==> config.mk <==
export PLATFORM = sky130hd
export DESIGN_NAME = rhp_regs
export DESIGN_NICKNAME = d
export VERILOG_FILES = /design/src/rtl/rhp_pkg.sv /design/src/rtl/rhp_regs.sv
export SDC_FILE = /design/constraint.sdc
export NUM_CORES = 1
export LEC_CHECK = 0
export ABC_AREA = 0
export BUFFER_PORTS_ARGS = -buffer_cell sky130_fd_sc_hd__buf_2
export CORE_UTILIZATION = 28
export CTS_CLUSTER_SIZE = 40
export DETAILED_ROUTE_END_ITERATION = 8
export PLACE_DENSITY = 0.73
export REMOVE_ABC_BUFFERS = 1
export SYNTH_ARGS = -nofsm -noshare
export SYNTH_HDL_FRONTEND = slang
export SYNTH_SLANG_ARGS = --single-unit
==> constraint.sdc <==
create_clock -name core_clk_in -period 1.1 [get_ports core_clk_in]
set_clock_uncertainty 0.2 [all_clocks]
set_input_delay 0.33 -clock core_clk_in [delete_from_list [all_inputs] [get_ports core_clk_in]]
set_output_delay 0.33 -clock core_clk_in [all_outputs]
set_load 0.01 [all_outputs]
==> src/rtl/rhp_pkg.sv <==
// constants for the root hub port attribute and global status registers
//
// Functional notes
// attributes at 4Ch, global status at 50h
// upper half masks port power per port
// unmasked ports follow global power commands
// global switching mode ignores the mask
// mask bit 0 reserved, bits map ports
// lower half: set means device not removable
// removable bit 0 reserved, bits map ports
// software programs both fields at initialization
// reset pattern is implementation chosen
// status low half, change bits high half
// software writes zero to reserved bits
// bit 16 powers on, bit 0 off
// bit 15 sets wake, bit 31 clears
// bit 1 overcurrent, bit 17 change flag
// unimplemented port bits stay zero
package rhp_pkg;
  // ---------------------------------------------------------------
  // register offsets
  // ---------------------------------------------------------------
  localparam logic [7:0] RHP_ATTR_OFS = 8'h4C;
  localparam logic [7:0] RHP_STAT_OFS = 8'h50;
  // ---------------------------------------------------------------
  // field positions
  // ---------------------------------------------------------------
  localparam int RHP_MASK_LSB    = 16;
  localparam int RHP_PWR_OFF_BIT = 0;
  localparam int RHP_OCI_BIT     = 1;
  localparam int RHP_WAKE_BIT    = 15;
  localparam int RHP_PWR_ON_BIT  = 16;
  localparam int RHP_OCC_BIT     = 17;
  localparam int RHP_WCLR_BIT    = 31;
  // ---------------------------------------------------------------
  // reset values
  // ---------------------------------------------------------------
  localparam logic [15:0] RHP_MASK_RST  = 16'h0002;
  localparam logic [15:0] RHP_FIXED_RST = 16'h0000;
  localparam logic [15:0] RHP_ZERO16    = 16'h0000;
  localparam logic [31:0] RHP_ZERO32    = 32'h0000_0000;
endpackage

==> src/rtl/rhp_regs.sv <==
// root hub port attribute and global status register logic
`timescale 1ns/100ps
`default_nettype none
module rhp_regs
  import rhp_pkg::*;
#(
  parameter int NUM_PORTS = 2
)
(
  // clock and reset
  input  wire logic        core_clk_in,
  input  wire logic        rst_in,
  // register access
  input  wire logic [7:0]  reg_addr_in,
  input  wire logic        reg_wr_in,
  input  wire logic        reg_rd_in,
  input  wire logic [31:0] reg_wdata_in,
  output logic      [31:0] reg_rdata_out,
  // root hub configuration
  input  wire logic        power_switching_select_in,
  input  wire logic        per_port_oc_in,
  input  wire logic        global_oc_in,
  // per-port power commands, bit n is port n
  input  wire logic [15:0] port_pwr_set_in,
  input  wire logic [15:0] port_pwr_clr_in,
  // connect change while suspended
  input  wire logic        connect_change_in,
  input  wire logic        suspended_in,
  // outputs
  output logic      [15:0] port_power_out,
  output logic      [15:0] device_fixed_map_out,
  output logic             remote_wake_enable_out,
  output logic             resume_event_out
);
  // ---------------------------------------------------------------
  // implemented port bits
  // ---------------------------------------------------------------
  function automatic logic [15:0] port_bits();
    logic [15:0] m;
    m = RHP_ZERO16;
    for (int i = 1; i <= NUM_PORTS && i < 16; i++)
    begin
      m[i] = 1'b1;
    end
    return m;
  endfunction

  localparam logic [15:0] PORT_MASK = port_bits();

  // ---------------------------------------------------------------
  // address decode
  // ---------------------------------------------------------------
  function automatic logic reg_hit(input logic       strobe,
                                   input logic [7:0] addr,
                                   input logic [7:0] ofs);
    return strobe && (addr == ofs);
  endfunction

  // ---------------------------------------------------------------
  // state
  // ---------------------------------------------------------------
  logic [15:0] port_power_ctrl_mask_q;
  logic [15:0] port_power_ctrl_mask_d;

  logic [15:0] device_fixed_map_q;
  logic [15:0] device_fixed_map_d;

  logic        remote_wake_enable_q;
  logic        remote_wake_enable_d;

  logic        oci_q;
  logic        oci_d;

  logic        overcurrent_change_flag_q;
  logic        overcurrent_change_flag_d;

  logic [15:0] port_power_q;
  logic [15:0] port_power_d;

  logic [31:0] rdata_q;
  logic [31:0] rdata_d;

  logic        resume_q;
  logic        resume_d;

  // ---------------------------------------------------------------
  // decode and steering signals
  // ---------------------------------------------------------------
  logic        wr_attr;
  logic        wr_stat;
  logic        rd_attr;
  logic        rd_stat;
  logic        global_power_on_cmd;
  logic        global_power_off_cmd;
  logic        wake_enable_set;
  logic        wake_enable_clear;
  logic        change_flag_clear;
  logic [15:0] global_ports;
  logic [15:0] masked_ports;

  // ---------------------------------------------------------------
  // command decode
  // ---------------------------------------------------------------
  assign wr_attr = reg_hit(reg_wr_in, reg_addr_in, RHP_ATTR_OFS);
  assign wr_stat = reg_hit(reg_wr_in, reg_addr_in, RHP_STAT_OFS);
  assign rd_attr = reg_hit(reg_rd_in, reg_addr_in, RHP_ATTR_OFS);
  assign rd_stat = reg_hit(reg_rd_in, reg_addr_in, RHP_STAT_OFS);

  // ---------------------------------------------------------------
  // status register write commands
  // ---------------------------------------------------------------
  assign global_power_on_cmd  = wr_stat && reg_wdata_in[RHP_PWR_ON_BIT];
  assign global_power_off_cmd = wr_stat && reg_wdata_in[RHP_PWR_OFF_BIT];
  assign wake_enable_set      = wr_stat && reg_wdata_in[RHP_WAKE_BIT];
  assign wake_enable_clear    = wr_stat && reg_wdata_in[RHP_WCLR_BIT];
  assign change_flag_clear    = wr_stat && reg_wdata_in[RHP_OCC_BIT];

  // ---------------------------------------------------------------
  // port attributes, reserved bit 0 and absent ports held zero
  // ---------------------------------------------------------------
  always_comb
  begin
    port_power_ctrl_mask_d = port_power_ctrl_mask_q;
    device_fixed_map_d     = device_fixed_map_q;
    if (wr_attr)
    begin
      port_power_ctrl_mask_d = reg_wdata_in[RHP_MASK_LSB +: 16]
                             & PORT_MASK;
      device_fixed_map_d     = reg_wdata_in[15:0] & PORT_MASK;
    end
  end

  always_ff @(posedge core_clk_in or posedge rst_in)
  begin
    if (rst_in)
    begin
      port_power_ctrl_mask_q <= RHP_MASK_RST;
      device_fixed_map_q     <= RHP_FIXED_RST;
    end
    else
    begin
      port_power_ctrl_mask_q <= port_power_ctrl_mask_d;
      device_fixed_map_q     <= device_fixed_map_d;
    end
  end

  // ---------------------------------------------------------------
  // remote wake-up enable, clear wins over set
  // ---------------------------------------------------------------
  always_comb
  begin
    remote_wake_enable_d = remote_wake_enable_q;
    if (wake_enable_set)
    begin
      remote_wake_enable_d = 1'b1;
    end
    if (wake_enable_clear)
    begin
      remote_wake_enable_d = 1'b0;
    end
  end

  always_ff @(posedge core_clk_in or posedge rst_in)
  begin
    if (rst_in)
    begin
      remote_wake_enable_q <= 1'b0;
    end
    else
    begin
      remote_wake_enable_q <= remote_wake_enable_d;
    end
  end

  // ---------------------------------------------------------------
  // overcurrent indicator and change flag, hardware set wins
  // ---------------------------------------------------------------
  always_comb
  begin
    oci_d                     = global_oc_in && !per_port_oc_in;
    overcurrent_change_flag_d = overcurrent_change_flag_q;
    if (change_flag_clear)
    begin
      overcurrent_change_flag_d = 1'b0;
    end
    if (oci_d != oci_q)
    begin
      overcurrent_change_flag_d = 1'b1;
    end
  end

  always_ff @(posedge core_clk_in or posedge rst_in)
  begin
    if (rst_in)
    begin
      oci_q                     <= 1'b0;
      overcurrent_change_flag_q <= 1'b0;
    end
    else
    begin
      oci_q                     <= oci_d;
      overcurrent_change_flag_q <= overcurrent_change_flag_d;
    end
  end

  // ---------------------------------------------------------------
  // port power switching
  // ---------------------------------------------------------------
  always_comb
  begin
    // per-port mode leaves masked ports to per-port commands
    if (power_switching_select_in)
    begin
      masked_ports = port_power_ctrl_mask_q;
    end
    else
    begin
      masked_ports = RHP_ZERO16;
    end
    global_ports = PORT_MASK & ~masked_ports;
    port_power_d = port_power_q;
    if (global_power_on_cmd)
    begin
      port_power_d = port_power_d | global_ports;
    end
    if (global_power_off_cmd)
    begin
      port_power_d = port_power_d & ~global_ports;
    end
    // per-port commands reach masked ports only
    port_power_d = port_power_d | (port_pwr_set_in & masked_ports);
    port_power_d = port_power_d & ~(port_pwr_clr_in & masked_ports);
    port_power_d = port_power_d & PORT_MASK;
  end

  always_ff @(posedge core_clk_in or posedge rst_in)
  begin
    if (rst_in)
    begin
      port_power_q <= RHP_ZERO16;
    end
    else
    begin
      port_power_q <= port_power_d;
    end
  end

  // ---------------------------------------------------------------
  // resume event from a connect change while suspended
  // ---------------------------------------------------------------
  always_comb
  begin
    resume_d = remote_wake_enable_q && suspended_in
             && connect_change_in;
  end

  always_ff @(posedge core_clk_in or posedge rst_in)
  begin
    if (rst_in)
    begin
      resume_q <= 1'b0;
    end
    else
    begin
      resume_q <= resume_d;
    end
  end

  // ---------------------------------------------------------------
  // read data, command bits 0 and 16 read zero
  // ---------------------------------------------------------------
  always_comb
  begin
    rdata_d = RHP_ZERO32;
    if (rd_attr)
    begin
      rdata_d = {port_power_ctrl_mask_q, device_fixed_map_q};
    end
    else if (rd_stat)
    begin
      rdata_d[RHP_OCI_BIT]  = oci_q;
      rdata_d[RHP_WAKE_BIT] = remote_wake_enable_q;
      rdata_d[RHP_OCC_BIT]  = overcurrent_change_flag_q;
    end
  end

  always_ff @(posedge core_clk_in or posedge rst_in)
  begin
    if (rst_in)
    begin
      rdata_q <= RHP_ZERO32;
    end
    else
    begin
      rdata_q <= rdata_d;
    end
  end

  // ---------------------------------------------------------------
  // outputs
  // ---------------------------------------------------------------
  assign reg_rdata_out          = rdata_q;
  assign port_power_out         = port_power_q;
  assign device_fixed_map_out   = device_fixed_map_q;
  assign remote_wake_enable_out = remote_wake_enable_q;
  assign resume_event_out       = resume_q;
endmodule
`default_nettype wire

==> results.sh, run 1 <==
export IMPL_run_status="finished with violations"
export IMPL_violations="hold timing, setup timing"
export IMPL_drt_pass1_iter_count=3
export IMPL_finalSetupViolCount=24
export IMPL_drt_vias_per_instance=3.67
export IMPL_power_mw=1.39
export IMPL_postLayoutCellArea_mm2=0.00142
export IMPL_root_buffer="clkbuf_8"
export IMPL_rsz0062_at_grt="yes"
export IMPL_antenna_found_initial=0
export IMPL_cts_buffers=3
export IMPL_cts_tree="built"
export IMPL_holdWs_ns=-0.187
export IMPL_cp_start_kind="input pin"
export IMPL_slew_violations=0
export IMPL_peakVddDrop_uv=379
export IMPL_drt_first_iter_violations=19
export IMPL_ys_seq_area_share_pct=34.2
export IMPL_worstPathRequired_ns=1.03
export IMPL_grt_use_total_pct=9.91
export IMPL_placed_area_mm2=0.00123
export IMPL_yosys_warnings=0
export IMPL_drc=0
export IMPL_setup_slack_ns=-0.282
export IMPL_max_cap_violations=0
export IMPL_antennaDiodeCount=0
export IMPL_dp_cells=205
export IMPL_yosysUniqueCellTypes=26
export IMPL_setup_tns_ns=-4.58
export IMPL_ant_nets=0
export IMPL_syn_avg_cell_area_um2=10.2
export IMPL_rows=22
export IMPL_drive_gt1_share_pct=48.5
export IMPL_yosys_register_bits=15
export IMPL_arrival_ns=1.31
export IMPL_fin_crit_sh_pct=126
export IMPL_final_min_clock_period_ns=1.38
export IMPL_numPortBuffers=39
export IMPL_routed_wirelength_um=2140
export IMPL_num_fill_cells=375
export IMPL_multi_input_area_um2=552
export IMPL_hp_class="in -> async"
export IMPL_netlist_area_mm2=0.00110
export IMPL_cp_startpoint="reg_addr_in[7]"
export IMPL_hold_violations=5
export IMPL_fmax_mhz=724
export IMPL_clkLatencyLatePin_ns=0.24
export IMPL_ios=147
export IMPL_dp_slack_ns=-0.650
export IMPL_clkSlewWorstSetupHoldPaths_ns=0.06
export IMPL_crit_fanout=4
export IMPL_dp_hpwl_um=1670
export IMPL_area_growth_pct=28.7
export IMPL_htree_levels=1
export IMPL_synth_edff_count=0
export IMPL_grt_pass1_wl_um=3090
export IMPL_grt_pass1_vias=667
export IMPL_rr_startpoint="device_fixed_map_out[1]$_DFFE_PP0P_"
export IMPL_crit_path_end_kind="flip-flop"
export IMPL_r2r_slack_ns=-0.11
export IMPL_grt_ovfl_total=0
export IMPL_syn_inst=108
export IMPL_regArea_um2=377
export IMPL_clockBufferDepth=2
export IMPL_p_leak_nw=0.801
export IMPL_powerDensity_mw_per_mm2=981
export IMPL_yosys_top_cells_area="buf_4 (37%), dfrtp_1 (32%), mux2_4 (5.4%), a41oi_1 (3.2%), and3_1 (2.8%)"
export IMPL_wl_per_cell_um=9.87
export IMPL_initial_utilization_pct=29.7
export IMPL_gp_congestion=0.765
export IMPL_grt_max_degree=10
export IMPL_synthFlopType="dfrtp_1"
export IMPL_yosysTopAreaCellShare_pct=37.5
export IMPL_dieArea_mm2=0.00419
export IMPL_cts_sinks=15
export IMPL_instances_no_fill=217
export IMPL_fp_coreArea_mm2=0.00372
export IMPL_synthArstFlopShare_pct=100
export IMPL_critPathKind="in -> reg"
export IMPL_die_x_um=64.7
export IMPL_synth_largest_area_cell="buf_4"
export IMPL_nets=251
export IMPL_die_y_um=64.7
export IMPL_num_vias=797
-- worst paths after layout --
kind	to	cells after the start
hold reg to reg	overcurrent_change_flag_q$_DFFE_PP0P_	1
hold / removal	reg_rdata_out[1]$_DFF_PP0_	2
max in group asynchronous	overcurrent_change_flag_q$_DFFE_PP0P_	3
setup reg to reg	device_fixed_map_out[1]$_DFFE_PP0P_	3
min in group core_clk_in	oci_q$_DFF_PP0_	2
setup / recovery	device_fixed_map_out[2]$_DFFE_PP0P_	4
-- layout by cell type, fill, tap and decap left out --
master,Yosys,final
a22oi_1,2,1
buf_6,1,6
nor2_1,2,2
a21o_1,1,1
dfrtp_1,14,14
nand4_1,1,1
o32ai_2,0,1
buf_2,0,37
dfstp_2,1,1
conb_1,1,55
mux2_4,4,4
and3_4,0,3
and3b_1,1,1
xor2_1,1,1
clkinv_2,0,1
nor4_4,1,1
a41oi_2,0,3
a41oi_1,4,1
nand3_2,0,1
nor2b_1,1,1
o32ai_1,2,1
and2_1,2,2
a22oi_2,0,1
clkbuf_8,0,3
and3_1,5,3
nor3b_2,1,1
buf_4,55,17
inv_1,1,1
and4_4,0,1
and2_2,1,1
o21ai_0,2,2
-- state kept, by name, summed over array words and instances, names as in the netlist --
signal,flops
port_power_ctrl_mask_q,2
resume_event_out,1
oci_q,1
reg_rdata_out,5
remote_wake_enable_out,1
port_power_out,2
device_fixed_map_out,2
overcurrent_change_flag_q,1
-- report_power, final --
group | leakage, nW | internal (mW) | switching [mW] | total [mW]
Combinational | 0.578 | 0.159 | 0.198 | 0.357
Clock | 0.0255 | 0.250 | 0.187 | 0.437
Sequential | 0.198 | 0.581 | 0.0177 | 0.598
-- metrics by stage --
| step | hold slack, ns | utilization [%] |
|---|---|---|
| final | -0.187 | 38.2 |
| after global routing | -0.167 | 38.2 |
| after CTS | -0.181 | 37.7 |
| after detailed placement | 0.0799 | 33.1 |
| after global placement | 0.0726 | 33.1 |
| after floorplan | 0.0308 | - |
-- cell type report --
type	count	area share [%]
Clock buffer	3	2.91
Clock inverter	1	0.353
Inverter	1	0.265
Multi-Input combinational cell	89	38.9
Sequential cell	15	26.5
Tap cell	48	4.23
Timing Repair Buffer	60	26.8
-- kinds of logic (layout without fill, tap and decap cells) --
| logic type | count (synthesis) | in the layout | synth area share (%) |
|---|---|---|---|
| xor+xnor | 1 | 1 | 0.795 |
| simple gates | 18 | 18 | 12.4 |
| compound gates | 11 | 11 | 7.72 |
| mux | 4 | 4 | 5.45 |
| other cells | 1 | 55 | 0.340 |
| flops | 15 | 15 | 34.2 |
| buf+inv | 58 | 65 | 39.2 |
-- synth_stat cells (all sizes together) (2+ instances only) --
| library cell | count |
|---|---|
| dfrtp | 14 |
| o32ai | 2 |
| and2 | 3 |
| buf | 56 |
| and3 | 6 |
| a41oi | 4 |
| mux2 | 4 |
| a22oi | 2 |
| o21ai | 2 |
| nor2 | 2 |
-- timing repair --
item	CTS	global route
setup buffers	7	1
endpoints found under the setup margin	24	25
cloned	0	0
endpoints found under the hold margin	5	5
gates resized for setup	15	2
pin swaps	13	1
-- routing by layer --
layer	GRT usage (%)	share of wire, %
met2	16.5	53
met5	0	0
met4	3.33	0.19
met1	11.1	37
met3	4.40	9.7
-- worst max-delay path, stage by stage --
cell and delay (ns):
buf_6 0.10, nor4_4 0.30, and3_4 0.28, mux2_4 0.30
Power figures use the tool's default switching activity.
==> run 2: changes to the inputs <==
CORE_UTILIZATION = 29   (was 28)
CTS_BUF_LIST = sky130_fd_sc_hd__clkbuf_4   (was not set)
PLACE_DENSITY = 0.76   (was 0.73)
==> results.sh, run 2 (synthesis results as in run 1) <==
export IMPL_fp_coreArea_mm2=0.00366
export IMPL_holdWs_ns=0.00145
export IMPL_final_cell_mix="conb_1 (55), buf_2 (36), buf_4 (17)"
export IMPL_clockBufferDepth=2
export IMPL_powerDensity_mw_per_mm2=895
export IMPL_drt_vias_per_instance=3.72
export IMPL_grt_max_degree=10
export IMPL_area_growth_pct=29.7
export IMPL_instances_no_fill=218
export IMPL_num_fill_cells=388
export IMPL_dp_slack_ns=-0.637
export IMPL_final_min_clock_period_ns=1.37
export IMPL_crit_path_end_kind="output pin"
export IMPL_cpPeakStageDelay_ns=0.40
export IMPL_clockPowerShare_pct=25.5
export IMPL_setup_slack_ns=-0.268
export IMPL_power_internal_mw=0.876
export IMPL_drt_first_iter_violations=28
export IMPL_rows=22
export IMPL_hp_class="in -> reg"
export IMPL_slew_violations=0
export IMPL_die_y_um=63.7
export IMPL_finalSetupViolCount=24
export IMPL_hold_violations=0
export IMPL_grt_use_total_pct=11.3
export IMPL_cts_buffers=3
export IMPL_crit_chain="buf_2"
export IMPL_cp_start_kind="flip-flop"
export IMPL_drc=0
export IMPL_cp_slowest_cell="dfrtp_1"
export IMPL_clkSlewWorstSetupHoldPaths_ns=0.09
export IMPL_clkLatencyLatePin_ns=0.29
export IMPL_largest_reg_flops=5
export IMPL_cp_startpoint="device_fixed_map_out[1]$_DFFE_PP0P_"
export IMPL_final_common_cell="conb_1"
export IMPL_ios=147
export IMPL_drive_gt1_share_pct=48.8
export IMPL_die_x_um=63.7
export IMPL_combPwrFrac_pct=28.2
export IMPL_grt_pass1_vias=733
export IMPL_min_from="per_port_oc_in"
export IMPL_nets=252
export IMPL_violations="setup timing"
export IMPL_grt_ovfl_total=0
export IMPL_routed_wirelength_um=2170
export IMPL_multi_input_area_um2=567
export IMPL_power_mw=1.28
export IMPL_rr_startpoint="port_power_ctrl_mask_q[1]$_DFFE_PP1P_"
export IMPL_dp_hpwl_um=1670
export IMPL_root_buffer="clkbuf_4"
export IMPL_swShare_pct=31.5
export IMPL_arrival_ns=0.84
export IMPL_postLayoutCellArea_mm2=0.00143
export IMPL_critPathKind="reg -> out"
export IMPL_critical_path_buf_inv_count=1
export IMPL_dieArea_mm2=0.00405
export IMPL_max_cap_violations=0
export IMPL_peakVddDrop_uv=279
export IMPL_crit_family="flip-flops"
export IMPL_antennaDiodeCount=0
export IMPL_rsz0062_at_grt="yes"
export IMPL_seqPwrFrac_pct=46.4
export IMPL_fmax_mhz=731
export IMPL_drt_pass1_iter_count=4
export IMPL_p_switching_mw=0.404
export IMPL_regArea_um2=377
export IMPL_cts_tree="built"
export IMPL_placed_area_mm2=0.00121
export IMPL_run_status="finished with violations"
export IMPL_numPortBuffers=39
export IMPL_p_leak_nw=0.800
export IMPL_fin_crit_sh_pct=124
export IMPL_crit_fanout=2
export IMPL_gp_congestion=0.779
export IMPL_htree_levels=1
export IMPL_num_vias=810
export IMPL_ant_nets=0
export IMPL_wl_per_cell_um=9.95
export IMPL_antenna_found_initial=0
export IMPL_dp_cells=203
export IMPL_initial_utilization_pct=30.1
export IMPL_grt_pass1_wl_um=3350
export IMPL_r2r_slack_ns=-0.13
export IMPL_cts_sinks=15
export IMPL_worstPathRequired_ns=0.57
==> run 2: final cells by class <==
type                    instances  area share [%]
clock buffers                   3            1.57
clock inverters                 1           0.350
inverters                       1           0.262
multi-input cells              89            39.6
flip-flops and latches         15            26.3
well taps                      48            4.20
repair buffers                 61            27.6
==> run 2: path summary, 6_finish.rpt <==
path | endpoint | cells after the start
setup / recovery | device_fixed_map_out[1] | 1
hold reg to reg | overcurrent_change_flag_q$_DFFE_PP0P_ | 1
hold / removal | oci_q$_DFF_PP0_ | 2
min in group asynchronous | port_power_ctrl_mask_q[2]$_DFFE_PP0P_ | 3
max in group asynchronous | reg_rdata_out[17]$_DFF_PP0_ | 4
setup reg to reg | port_power_out[1]$_DFF_PP0_ | 3
==> run 2: what timing repair did <==
action                                 in CTS  in global routing
endpoints found under the hold margin       6                  0
setup endpoints to repair                  24                 24
resized for setup                           9                 11
hold buffers                                2                  0
setup buffers                               5                  4
pin swaps                                   5                 10
==> run 2: routing by layer <==
layer	up-vias	global-route usage (%)	wire length, um
met5	-	0	0
met4	0	3.41	25
met3	3	3.62	185
met2	49	19.4	1120
met1	380	13.2	834
li1	378	-	-
==> run 2: stage by stage <==
stage	util [%]	TNS [ns]
finish	39.1	-4.53
global route	39.1	-5.33
CTS	36.6	-4.54
detailed placement	33.2	-6.50
global placement	33.2	-6.32
floorplan	-	-4.51
==> run 2: power by group through the flow <==
stage	Clock [mW]	Sequential (mW)	Combinational, mW
6_report	0.326	0.593	0.360
5_1_grt	0.369	0.599	0.395
4_1_cts	0.342	0.593	0.331
3_5_place_dp	0	0.610	0.277
3_3_place_gp	0	0.609	0.273
2_1_floorplan	0	0.617	0.146
